--- src/verilog/cts_pkg.sv ---
package cts_pkg;

    // Register byte offsets on the APB port.
    localparam logic [7:0] REG_CTRL = 8'h00;
    localparam logic [7:0] REG_DELAY = 8'h04;
    localparam logic [7:0] REG_NIMG = 8'h08;
    localparam logic [7:0] REG_MINCLN = 8'h0C;
    localparam logic [7:0] REG_STATUS = 8'h10;
    localparam logic [7:0] REG_PATIDX = 8'h14;
    localparam logic [7:0] REG_PATDAT = 8'h18;

    // Control register field positions.
    localparam int CTRL_RUN = 0;
    localparam int CTRL_MODE = 1;
    localparam int CTRL_RING = 3;
    localparam int CTRL_PLAST = 4;

    // Status register field positions.
    localparam int STAT_BUSY = 0;
    localparam int STAT_PAT = 4;
    localparam int STAT_STATE = 8;
    localparam int STAT_IMGS = 16;

    // Reset values of the software registers.
    localparam logic [31:0] RST_DELAY = 32'h0000_0000;
    localparam logic [15:0] RST_NIMG = 16'h0001;
    localparam logic [15:0] RST_MINCLN = 16'h0004;
    localparam logic [31:0] RST_PATTERN = 32'h0000_0001;

    // Pattern table geometry.
    localparam int NUM_PAT = 16;
    localparam int PAT_IW = 4;
    localparam int PAT_W = 32;

    // External trigger modes.
    typedef enum logic [1:0] {
        MODE_FT = 2'h0,
        MODE_EXT = 2'h1,
        MODE_FAST = 2'h2,
        MODE_LEVEL = 2'h3
    } cts_mode_t;

    // Sequencer states, one-hot.
    typedef enum logic [6:0] {
        ST_IDLE = 7'h01,
        ST_CLEAN = 7'h02,
        ST_DELAY = 7'h04,
        ST_EXPOSE = 7'h08,
        ST_SHIFT = 7'h10,
        ST_READ = 7'h20,
        ST_WAIT = 7'h40
    } cts_state_t;

    // Sensor clock phases driven out to the CCD drivers.
    typedef struct packed {
        logic image;
        logic storage;
        logic horiz;
    } cts_ccdclk_t;

    // Trigger input after synchronisation.
    typedef struct packed {
        logic level;
        logic rise;
        logic fall;
    } cts_trig_t;

endpackage

--- src/verilog/cts_pat_store.sv ---
// Flip-flop table of exposure timing patterns, one write port, one read port.
module cts_pat_store #(
    parameter int DEPTH = cts_pkg::NUM_PAT,
    parameter int IW = cts_pkg::PAT_IW,
    parameter int W = cts_pkg::PAT_W
) (
    input wire logic pclk,
    input wire logic presetn,
    input wire logic we,
    input wire logic [IW-1:0] waddr,
    input wire logic [W-1:0] wdata,
    input wire logic [IW-1:0] raddr,
    output logic [W-1:0] rdata
);

    logic [W-1:0] mem [DEPTH];

    // One storage word per entry, each loaded when its index is written.
    for (genvar i = 0; i < DEPTH; i++)
    begin : g_ent
        logic [W-1:0] next_word;

        always_comb
        begin
            next_word = mem[i];
            if (we && (waddr == IW'(i)))
                next_word = wdata;
        end

        always_ff @(posedge pclk or negedge presetn)
        begin
            if (!presetn)
                mem[i] <= W'(cts_pkg::RST_PATTERN);
            else
                mem[i] <= next_word;
        end
    end

    assign rdata = mem[raddr];

endmodule

--- src/verilog/cts_sequencer.sv ---
module cts_sequencer #(
    parameter int unsigned CLEAN_LEN = 64,
    parameter int unsigned SHIFT_LEN = 32,
    parameter int unsigned READ_LEN = 256
) (
    input wire logic pclk,
    input wire logic presetn,
    input wire logic psel,
    input wire logic penable,
    input wire logic pwrite,
    input wire logic [7:0] paddr,
    input wire logic [31:0] pwdata,
    output logic [31:0] prdata,
    output logic pready,
    output logic pslverr,
    input wire logic trig_pin,
    output cts_pkg::cts_ccdclk_t ccd_clk,
    output logic fire
);

    cts_pkg::cts_trig_t trig;
    logic [31:0] pat_rdata;

    // Software registers.
    logic run;
    cts_pkg::cts_mode_t mode_cfg;
    logic ring;
    logic [3:0] pat_last;
    logic [31:0] delay_cfg;
    logic [15:0] nimg_cfg;
    logic [15:0] mincln_cfg;
    logic [3:0] pat_widx;
    logic [31:0] next_prdata;
    logic next_pready;
    logic next_pslverr;
    logic next_run;
    cts_pkg::cts_mode_t next_mode_cfg;
    logic next_ring;
    logic [3:0] next_pat_last;
    logic [31:0] next_delay_cfg;
    logic [15:0] next_nimg_cfg;
    logic [15:0] next_mincln_cfg;
    logic [3:0] next_pat_widx;

    // Sequencer state.
    cts_pkg::cts_state_t state;
    cts_pkg::cts_mode_t act_mode;
    logic [31:0] cnt;
    logic [15:0] cleans;
    logic [15:0] imgs;
    logic [3:0] pat_idx;
    logic [31:0] exp_len;
    logic hw_stop;
    cts_pkg::cts_state_t next_state;
    cts_pkg::cts_mode_t next_act_mode;
    logic [31:0] next_cnt;
    logic [15:0] next_cleans;
    logic [15:0] next_imgs;
    logic [3:0] next_pat_idx;
    logic [31:0] next_exp_len;
    logic next_hw_stop;
    cts_pkg::cts_ccdclk_t next_ccd_clk;
    logic next_fire;
    logic accept;
    logic wr_en;
    logic pat_we;

    cts_trig_sync u_trig (
        .pclk(pclk),
        .presetn(presetn),
        .trig_pin(trig_pin),
        .trig(trig)
    );

    cts_pat_store u_pat (
        .pclk(pclk),
        .presetn(presetn),
        .we(pat_we),
        .waddr(pat_widx),
        .wdata(pwdata),
        .raddr(pat_idx),
        .rdata(pat_rdata)
    );

    // A write lands on the access edge where pready is high.
    assign wr_en = psel & penable & pwrite & pready;
    assign pat_we = wr_en && (paddr == cts_pkg::REG_PATDAT);

    // APB slave: one wait-free access phase, read data caught in setup.
    always_comb
    begin
        next_pready = psel & ~penable;
        next_pslverr = 1'b0;
        next_prdata = prdata;
        next_run = run;
        next_mode_cfg = mode_cfg;
        next_ring = ring;
        next_pat_last = pat_last;
        next_delay_cfg = delay_cfg;
        next_nimg_cfg = nimg_cfg;
        next_mincln_cfg = mincln_cfg;
        next_pat_widx = pat_widx;
        if (psel && !penable)
        begin
            next_prdata = 32'h0000_0000;
            if (paddr == cts_pkg::REG_CTRL)
            begin
                next_prdata[cts_pkg::CTRL_RUN] = run;
                next_prdata[cts_pkg::CTRL_MODE +: 2] = mode_cfg;
                next_prdata[cts_pkg::CTRL_RING] = ring;
                next_prdata[cts_pkg::CTRL_PLAST +: 4] = pat_last;
            end
            else if (paddr == cts_pkg::REG_DELAY)
                next_prdata = delay_cfg;
            else if (paddr == cts_pkg::REG_NIMG)
                next_prdata[15:0] = nimg_cfg;
            else if (paddr == cts_pkg::REG_MINCLN)
                next_prdata[15:0] = mincln_cfg;
            else if (paddr == cts_pkg::REG_STATUS)
            begin
                next_prdata[cts_pkg::STAT_BUSY] = (state != cts_pkg::ST_IDLE);
                next_prdata[cts_pkg::STAT_PAT +: 4] = pat_idx;
                next_prdata[cts_pkg::STAT_STATE +: 7] = state;
                next_prdata[cts_pkg::STAT_IMGS +: 16] = imgs;
            end
            else if (paddr == cts_pkg::REG_PATIDX)
                next_prdata[3:0] = pat_widx;
            else if (paddr == cts_pkg::REG_PATDAT)
                next_prdata = 32'h0000_0000;
            else
                next_pslverr = 1'b1;
        end
        // The sequencer drops run when a frame-transfer series is complete.
        if (hw_stop)
            next_run = 1'b0;
        if (wr_en)
        begin
            if (paddr == cts_pkg::REG_CTRL)
            begin
                next_run = pwdata[cts_pkg::CTRL_RUN];
                next_mode_cfg = cts_pkg::cts_mode_t'(pwdata[cts_pkg::CTRL_MODE +: 2]);
                next_ring = pwdata[cts_pkg::CTRL_RING];
                next_pat_last = pwdata[cts_pkg::CTRL_PLAST +: 4];
            end
            else if (paddr == cts_pkg::REG_DELAY)
                next_delay_cfg = pwdata;
            else if (paddr == cts_pkg::REG_NIMG)
                next_nimg_cfg = pwdata[15:0];
            else if (paddr == cts_pkg::REG_MINCLN)
                next_mincln_cfg = pwdata[15:0];
            else if (paddr == cts_pkg::REG_PATIDX)
                next_pat_widx = pwdata[3:0];
        end
    end

    // Registers of the bus slave.
    always_ff @(posedge pclk or negedge presetn)
    begin
        if (!presetn)
        begin
            prdata <= 32'h0000_0000;
            pready <= 1'b0;
            pslverr <= 1'b0;
            run <= 1'b0;
            mode_cfg <= cts_pkg::MODE_FT;
            ring <= 1'b0;
            pat_last <= 4'h0;
            delay_cfg <= cts_pkg::RST_DELAY;
            nimg_cfg <= cts_pkg::RST_NIMG;
            mincln_cfg <= cts_pkg::RST_MINCLN;
            pat_widx <= 4'h0;
        end
        else
        begin
            prdata <= next_prdata;
            pready <= next_pready;
            pslverr <= next_pslverr;
            run <= next_run;
            mode_cfg <= next_mode_cfg;
            ring <= next_ring;
            pat_last <= next_pat_last;
            delay_cfg <= next_delay_cfg;
            nimg_cfg <= next_nimg_cfg;
            mincln_cfg <= next_mincln_cfg;
            pat_widx <= next_pat_widx;
        end
    end

    assign accept = (act_mode == cts_pkg::MODE_FT) || (act_mode == cts_pkg::MODE_FAST)
        || (cleans >= mincln_cfg);

    // Sequencer next-state logic.
    always_comb
    begin
        next_state = state;
        next_act_mode = act_mode;
        next_cnt = cnt + 32'h0000_0001;
        next_cleans = cleans;
        next_imgs = imgs;
        next_pat_idx = pat_idx;
        next_exp_len = exp_len;
        next_hw_stop = 1'b0;
        case (state)
            cts_pkg::ST_IDLE:
            begin
                next_cnt = 32'h0000_0000;
                if (run && !hw_stop)
                begin
                    next_act_mode = mode_cfg;
                    next_imgs = 16'h0000;
                    next_cleans = 16'h0000;
                    next_pat_idx = 4'h0;
                    next_state = cts_pkg::ST_CLEAN;
                end
            end
            cts_pkg::ST_CLEAN:
            begin
                if (cnt == 32'(CLEAN_LEN - 1))
                begin
                    next_cnt = 32'h0000_0000;
                    if (cleans != 16'hFFFF)
                        next_cleans = cleans + 16'h0001;
                end
                if (!run)
                    next_state = cts_pkg::ST_IDLE;
                else if (trig.rise && accept)
                begin
                    next_cnt = 32'h0000_0000;
                    next_exp_len = (pat_rdata == 32'h0000_0000) ? 32'h0000_0001 : pat_rdata;
                    if (ring)
                        next_pat_idx = (pat_idx == pat_last) ? 4'h0 : pat_idx + 4'h1;
                    if (act_mode == cts_pkg::MODE_FT)
                        next_state = cts_pkg::ST_DELAY;
                    else
                        next_state = cts_pkg::ST_EXPOSE;
                end
            end
            cts_pkg::ST_DELAY:
            begin
                if (cnt >= delay_cfg)
                begin
                    next_cnt = 32'h0000_0000;
                    next_state = cts_pkg::ST_SHIFT;
                end
            end
            cts_pkg::ST_EXPOSE:
            begin
                if (act_mode == cts_pkg::MODE_LEVEL)
                begin
                    if (trig.fall || !trig.level)
                    begin
                        next_cnt = 32'h0000_0000;
                        next_state = cts_pkg::ST_SHIFT;
                    end
                end
                else if (next_cnt >= exp_len)
                begin
                    next_cnt = 32'h0000_0000;
                    next_state = cts_pkg::ST_SHIFT;
                end
            end
            cts_pkg::ST_SHIFT:
            begin
                if (cnt == 32'(SHIFT_LEN - 1))
                begin
                    next_cnt = 32'h0000_0000;
                    next_state = cts_pkg::ST_READ;
                end
            end
            cts_pkg::ST_READ:
            begin
                if (cnt == 32'(READ_LEN - 1))
                begin
                    next_cnt = 32'h0000_0000;
                    next_imgs = imgs + 16'h0001;
                    if (act_mode == cts_pkg::MODE_FT)
                    begin
                        if (next_imgs >= nimg_cfg)
                        begin
                            next_hw_stop = 1'b1;
                            next_state = cts_pkg::ST_IDLE;
                        end
                        else
                            next_state = cts_pkg::ST_WAIT;
                    end
                    else
                    begin
                        next_cleans = 16'h0000;
                        next_state = cts_pkg::ST_CLEAN;
                    end
                end
            end
            cts_pkg::ST_WAIT:
            begin
                next_cnt = 32'h0000_0000;
                if (!run)
                    next_state = cts_pkg::ST_IDLE;
                else if (trig.rise)
                begin
                    if (ring)
                        next_pat_idx = (pat_idx == pat_last) ? 4'h0 : pat_idx + 4'h1;
                    next_state = cts_pkg::ST_DELAY;
                end
            end
            default:
            begin
                next_state = cts_pkg::ST_IDLE;
            end
        endcase
    end

    // Clock phases and fire level follow the coming state.
    always_comb
    begin
        next_ccd_clk = '0;
        next_fire = 1'b0;
        case (next_state)
            cts_pkg::ST_CLEAN:
            begin
                next_ccd_clk.image = ~ccd_clk.image;
                next_ccd_clk.storage = ~ccd_clk.storage;
                next_ccd_clk.horiz = ~ccd_clk.horiz;
            end
            cts_pkg::ST_DELAY:
            begin
                next_ccd_clk.horiz = ~ccd_clk.horiz;
                next_fire = 1'b1;
            end
            cts_pkg::ST_EXPOSE:
            begin
                next_ccd_clk.horiz = ~ccd_clk.horiz;
                next_fire = 1'b1;
            end
            cts_pkg::ST_SHIFT:
            begin
                next_ccd_clk.image = ~ccd_clk.image;
                next_ccd_clk.storage = ~ccd_clk.storage;
            end
            cts_pkg::ST_READ:
            begin
                next_ccd_clk.storage = ~ccd_clk.storage;
                next_ccd_clk.horiz = ~ccd_clk.horiz;
            end
            cts_pkg::ST_WAIT:
            begin
                next_ccd_clk.horiz = ~ccd_clk.horiz;
                next_fire = 1'b1;
            end
            default:
            begin
                next_fire = 1'b0;
            end
        endcase
    end

    // Sequencer registers.
    always_ff @(posedge pclk or negedge presetn)
    begin
        if (!presetn)
        begin
            state <= cts_pkg::ST_IDLE;
            act_mode <= cts_pkg::MODE_FT;
            cnt <= 32'h0000_0000;
            cleans <= 16'h0000;
            imgs <= 16'h0000;
            pat_idx <= 4'h0;
            exp_len <= 32'h0000_0001;
            hw_stop <= 1'b0;
            ccd_clk <= '0;
            fire <= 1'b0;
        end
        else
        begin
            state <= next_state;
            act_mode <= next_act_mode;
            cnt <= next_cnt;
            cleans <= next_cleans;
            imgs <= next_imgs;
            pat_idx <= next_pat_idx;
            exp_len <= next_exp_len;
            hw_stop <= next_hw_stop;
            ccd_clk <= next_ccd_clk;
            fire <= next_fire;
        end
    end

endmodule

--- src/verilog/cts_trig_sync.sv ---
// Brings the trigger pin into the pclk domain and finds its edges.
module cts_trig_sync (
    input wire logic pclk,
    input wire logic presetn,
    input wire logic trig_pin,
    output cts_pkg::cts_trig_t trig
);

    logic sync1;
    logic sync2;
    logic prev;
    logic next_sync1;
    logic next_sync2;
    logic next_prev;

    // The first stage feeds only the second stage.
    always_comb
    begin
        next_sync1 = trig_pin;
        next_sync2 = sync1;
        next_prev = sync2;
    end

    // Two synchroniser stages and the edge history flop.
    always_ff @(posedge pclk or negedge presetn)
    begin
        if (!presetn)
        begin
            sync1 <= 1'b0;
            sync2 <= 1'b0;
            prev <= 1'b0;
        end
        else
        begin
            sync1 <= next_sync1;
            sync2 <= next_sync2;
            prev <= next_prev;
        end
    end

    // Edge pulses last one cycle each.
    assign trig.level = sync2;
    assign trig.rise = sync2 & ~prev;
    assign trig.fall = ~sync2 & prev;

endmodule
--- config.mk ---
export PLATFORM = sky130hd
export DESIGN_NAME = cts_sequencer
export DESIGN_NICKNAME = d
export VERILOG_FILES = /design/src/verilog/cts_pkg.sv /design/src/verilog/cts_pat_store.sv /design/src/verilog/cts_sequencer.sv /design/src/verilog/cts_trig_sync.sv
export SDC_FILE = /design/constraint.sdc
export NUM_CORES = 1
export LEC_CHECK = 0
export BUFFER_PORTS_ARGS = -buffer_cell sky130_fd_sc_hd__buf_4
export CORE_AREA = 2 2 272 274
export DETAILED_ROUTE_END_ITERATION = 6
export DIE_AREA = 0 0 274 276
export HOLD_SLACK_MARGIN = 0.03
export PLACE_DENSITY = 0.75
export RECOVER_POWER = 50
export SETUP_SLACK_MARGIN = 0.3
export SLEW_MARGIN = 20
export SYNTH_ARGS = -nofsm -noshare
export SYNTH_HDL_FRONTEND = slang
export SYNTH_SLANG_ARGS = --single-unit
--- constraint.sdc ---
create_clock -name pclk -period 4.43 [get_ports pclk]
set_input_delay 0.443 -clock pclk [delete_from_list [all_inputs] [get_ports pclk]]
set_output_delay 0.443 -clock pclk [all_outputs]
set_load 0.05 [all_outputs]
==> impl_results.rst <==
.. list-table::
   :header-rows: 1

   * - Metric
     - Value
   * - Critical Path Max Stage Delay
     - 450 ps
   * - Rows
     - 99
   * - Via-per-instance ratio
     - 6.19
   * - Final setup violation count
     - 0
   * - Wire length reported by the detailed router
     - roughly 95 mm
   * - Worst Hold Margin
     - ~120 ps
   * - Buffers added on ports
     - between 80 and 90
   * - Final-report hold violation count
     - 0
   * - Max-slew violations
     - 97
   * - Total of warnings raised by yosys
     - 0
   * - Fraction of layout instances using a drive strength above 1
     - 32.4%
   * - Netlist Area Pre-Place
     - 36000 um2
   * - Combined buffer and inverter count along the critical path
     - 3
   * - Global placer's final weighted congestion
     - 0.941
   * - Initial core utilization
     - 49.6%
   * - Tightest slew margin relative to the limit
     - -96.1%
   * - Chip Height
     - 276 um
   * - Final worst path period need
     - 3970 ps
   * - Library cell contributing the largest single delay on the critical path
     - sky130_fd_sc_hd__dfrtp_1
   * - Wire length of the first global-routing pass
     - 148 mm
   * - Clock Latency Late Sink
     - 640 ps
   * - Placed cell areas
     - 37800 um2
   * - Category of the worst setup path capture point
     - flop
   * - Asr flop ratio synth
     - 100%
   * - Final total negative setup slack
     - 0 ps
   * - Die Span X
     - 274 um
   * - Class of the tightest hold or removal check
     - primary input to flop
   * - Growth of design area from synthesis to finish
     - 12.3%
   * - Maximum achievable frequency
     - 0.252 GHz
   * - Most frequent cells in the layout
     - sky130_fd_sc_hd__dfrtp_1 (715), sky130_fd_sc_hd__mux2_2 (590), sky130_fd_sc_hd__mux2i_1 (129)
   * - Cell area after layout
     - between 40000 and 50000 um2
   * - Mean instance size in the synthesized netlist
     - roughly 13 um2
   * - Core region area
     - 72600 um2
   * - Smallest setup slack after layout
     - 461 ps
   * - WP data arrival
     - 4520 ps
   * - Global route total overflow
     - 0
   * - Worst Path Class, Setup
     - flop to flop
   * - Utilization after layout
     - 55.7%
   * - Cell variety after synth
     - 70
   * - Detailed router's first-iteration violation count
     - ~1.7k
   * - Total via count after detailed routing
     - approximately 24k
   * - Sink Count
     - between 700 and 800
   * - Number of global-route vias before repair
     - 25.6k
   * - Count of H-tree levels built during CTS
     - 3
   * - M1 GR Usage
     - 34.3%
   * - Post-CTS clock slew at the launch and capture registers of the worst setup and hold paths
     - 60 ps
   * - Failing checks
     - capacitance limit, slew limit
   * - Slew at the pin with the worst max-slew slack
     - about 2900 ps
   * - Share of the cycle needed by the critical path after routing
     - ~90%
   * - Static leakage
     - 0.0191 uW
   * - Most used routing layer
     - met2
   * - Most common cell after layout, fill and taps aside
     - sky130_fd_sc_hd__dfrtp_1
   * - TritonCTS buffer count
     - 78
   * - Placed wire-length estimate after detailed placement
     - 61.5 mm
   * - Initial antenna violation count
     - 5
   * - Buffer cell driving the clock tree root
     - sky130_fd_sc_hd__clkbuf_16
   * - Fillcell total
     - 5909
   * - Post-Syn Nets
     - 3000
   * - TritonCTS clock tree
     - built
   * - Peak VDD IR
     - 0.291 mV
   * - Power per unit of standard cell area
     - 389 nW/um2
   * - Required time worst endpoint
     - 4980 ps
   * - Worst Setup Slack post-DPL
     - between 150 and 200 ps
   * - Final Net Count
     - 3035
   * - Top flip-flop cell by instance count after synthesis
     - sky130_fd_sc_hd__dfrtp_1
   * - Number of remaining DRC errors
     - 0
   * - GR met2 Demand/Resource
     - approximately two fifths
   * - DRT Pass-1 Iters
     - 5
   * - Flop and latch count out of synthesis
     - 739
   * - Delay-heaviest family, CP
     - simple AND/OR/NAND/NOR gates
   * - Global Route met3 Usage
     - 3.47%
   * - Maximum number of pins on one net before global-route repair
     - 107
   * - Global-route usage over all layers
     - 25.2%
   * - Number of top-level design ports
     - 84
   * - Remaining number of nets flagged by the antenna check after routing
     - 0
   * - Count of flip-flops with a built-in enable after synthesis
     - 0
   * - Outcome
     - finished, violations left
   * - Number of maximum-capacitance violations
     - 1
   * - Full die area
     - 75600 um2
   * - Cell Chain, Critical Path
     - nand3_1, nor4b_2, nand4_1, buf_4, nor2_2, and4_1, xor2_1, ha_1, nand4_1, nor3_2, a211oi_2, a2bb2oi_2, o211ai_1, nor3b_4, buf_4, buf_6, a21boi_0
   * - Type of origin of the critical path
     - flop
   * - Critical Path Fanout Max
     - 8
   * - Sequential element share of the synthesized area
     - 51.5%
   * - Clock tree buffer depth
     - 3
   * - Average routed wire per standard cell
     - 24.3 um
   * - RSZ-0062 raised after global routing
     - false
   * - Syn Inst Count
     - between 2k and 3k
   * - Worst-case clock skew
     - 24.0 ps
-- worst register-to-register path, stage by stage (launching register included) --
cell                        delay, ps
sky130_fd_sc_hd__dfrtp_1          450
sky130_fd_sc_hd__nand3_1          170
sky130_fd_sc_hd__nor4b_2          450
sky130_fd_sc_hd__nand4_1          170
sky130_fd_sc_hd__buf_4            190
sky130_fd_sc_hd__nor2_2           190
sky130_fd_sc_hd__and4_1           230
sky130_fd_sc_hd__xor2_1           180
sky130_fd_sc_hd__ha_1             270
sky130_fd_sc_hd__nand4_1          190
sky130_fd_sc_hd__nor3_2            70
sky130_fd_sc_hd__a211oi_2         240
sky130_fd_sc_hd__a2bb2oi_2        220
sky130_fd_sc_hd__o211ai_1         140
sky130_fd_sc_hd__nor3b_4          240
sky130_fd_sc_hd__buf_4            170
sky130_fd_sc_hd__buf_6            140
sky130_fd_sc_hd__a21boi_0         170
-- power breakdown --
part | leakage (uW) | switching, uW | internal (uW)
logic | 0.00768 | 1300 | 557
registers | 0.0101 | 126 | 6990
clock network | 0.00130 | 2800 | 3950
total | 0.0191 | 4220 | 11500
-- state kept, by name, summed over array words and instances, names as in the netlist, 2 cells and up --
signal / flops
act_mode: 2
ccd_clk: 3
cleans: 16
cnt: 32
delay_cfg: 32
exp_len: 32
imgs: 16
mincln_cfg: 16
mode_cfg: 2
nimg_cfg: 16
pat_idx: 4
pat_last: 4
pat_widx: 4
prdata: 32
state: 7
u_pat.mem: 512
-- cells by family (layout without fill, tap and decap cells) --
family                     after synthesis  after routing  share of synthesized area, %
muxes                                  783            783                          26.1
DFF                                    739            739                          51.5
and+or+nand+nor                        440            440                          6.21
AOI/OAI and AO/OA                      434            434                          8.28
buffers and inverters                  310            404                          3.36
adders and majority gates              100            100                          3.48
xor gates and xnor gates                48             48                          1.17
other                                    0              1                             0
-- cell type report --
type | instances | area [um2] | share of cell area (%)
multi-input combinational | 1805 | 16400 | 40.6
tap | 959 | 1200 | 2.97
sequential | 739 | 18500 | 45.8
inverter | 113 | 424 | 1.05
clock buffer | 113 | 2260 | 5.60
timing repair buffer | 152 | 1170 | 2.90
clock inverter | 26 | 414 | 1.02
antenna | 1 | 2.50 | 0.00619
-- cell usage after synthesis (5+ instances only) --
| cell type | instances | area share [%] |
|---|---|---|
| sky130_fd_sc_hd__a211oi_1 | 9 | 0.19 |
| sky130_fd_sc_hd__a21boi_0 | 15 | 0.31 |
| sky130_fd_sc_hd__a21boi_1 | 17 | 0.35 |
| sky130_fd_sc_hd__a21o_1 | 17 | 0.35 |
| sky130_fd_sc_hd__a21oi_1 | 90 | 1.3 |
| sky130_fd_sc_hd__a221oi_1 | 93 | 2.3 |
| sky130_fd_sc_hd__a22o_1 | 10 | 0.24 |
| sky130_fd_sc_hd__a22oi_1 | 34 | 0.71 |
| sky130_fd_sc_hd__a31oi_1 | 5 | 0.087 |
| sky130_fd_sc_hd__and2_1 | 8 | 0.14 |
| sky130_fd_sc_hd__and3_1 | 21 | 0.37 |
| sky130_fd_sc_hd__and4_1 | 11 | 0.27 |
| sky130_fd_sc_hd__buf_1 | 55 | 0.57 |
| sky130_fd_sc_hd__buf_2 | 32 | 0.45 |
| sky130_fd_sc_hd__clkbuf_1 | 109 | 1.1 |
| sky130_fd_sc_hd__dfrtp_1 | 719 | 50 |
| sky130_fd_sc_hd__dfstp_2 | 20 | 1.5 |
| sky130_fd_sc_hd__ha_1 | 100 | 3.5 |
| sky130_fd_sc_hd__inv_1 | 112 | 1.2 |
| sky130_fd_sc_hd__mux2_2 | 590 | 18 |
| sky130_fd_sc_hd__mux2i_1 | 129 | 3.6 |
| sky130_fd_sc_hd__mux4_2 | 64 | 4.0 |
| sky130_fd_sc_hd__nand2_1 | 124 | 1.3 |
| sky130_fd_sc_hd__nand2b_1 | 17 | 0.30 |
| sky130_fd_sc_hd__nand3_1 | 32 | 0.45 |
| sky130_fd_sc_hd__nand4_1 | 38 | 0.66 |
| sky130_fd_sc_hd__nor2_1 | 112 | 1.2 |
| sky130_fd_sc_hd__nor2b_1 | 8 | 0.14 |
| sky130_fd_sc_hd__nor3_1 | 12 | 0.17 |
| sky130_fd_sc_hd__nor4_1 | 15 | 0.26 |
| sky130_fd_sc_hd__o211ai_1 | 11 | 0.23 |
| sky130_fd_sc_hd__o21ai_0 | 84 | 1.2 |
| sky130_fd_sc_hd__o21ai_1 | 5 | 0.070 |
| sky130_fd_sc_hd__o22ai_1 | 6 | 0.10 |
| sky130_fd_sc_hd__o31ai_1 | 14 | 0.29 |
| sky130_fd_sc_hd__or3_1 | 7 | 0.12 |
| sky130_fd_sc_hd__or4_1 | 10 | 0.21 |
| sky130_fd_sc_hd__xnor2_1 | 28 | 0.68 |
| sky130_fd_sc_hd__xor2_1 | 20 | 0.49 |
-- routing by layer --
| metal | vias up | part of all wire (%) |
|---|---|---|
| met2 | 773 | 48 |
| met5 | - | 0.023 |
| li1 | 10600 | - |
| met4 | 4 | 3.0 |
| met1 | 12700 | 43 |
| met3 | 190 | 5.7 |
-- what timing repair did --
action / 4_1_cts / 5_1_grt
endpoints found under the setup margin: 35 / 38
setup buffers: 2 / 2
hold endpoints to repair: 92 / 0
pin swaps: 2 / 5
hold buffers: 2 / 0
cloned: 1 / 2
resized for setup: 6 / 13
-- metrics by stage --
step / std cells / total power (uW)
floorplan: 2854 / 8310
global placement: 3759 / 8890
detailed placement: 3759 / 8970
CTS: 3903 / 15800
global route: 3907 / 16300
finish: 3908 / 15700
-- final timing paths --
| check | slack, ps | depth (start not counted) | to | startpoint |
|---|---|---|---|---|
| worst max-delay path | 460 | 17 | cnt[18] | cnt[2] |
| worst min-delay path | 120 | 3 | pslverr | paddr[3] |
| worst max register to register | 460 | 17 | cnt[18] | cnt[2] |
| worst min register to register | 360 | 0 | u_trig.next_prev | u_trig.next_sync2 |
| max in group asynchronous | 780 | 3 | u_pat.mem[337] | presetn |
| min in group asynchronous | 1300 | 2 | cleans[7] | presetn |
No activity file was read; power rests on OpenSTA's default activity.
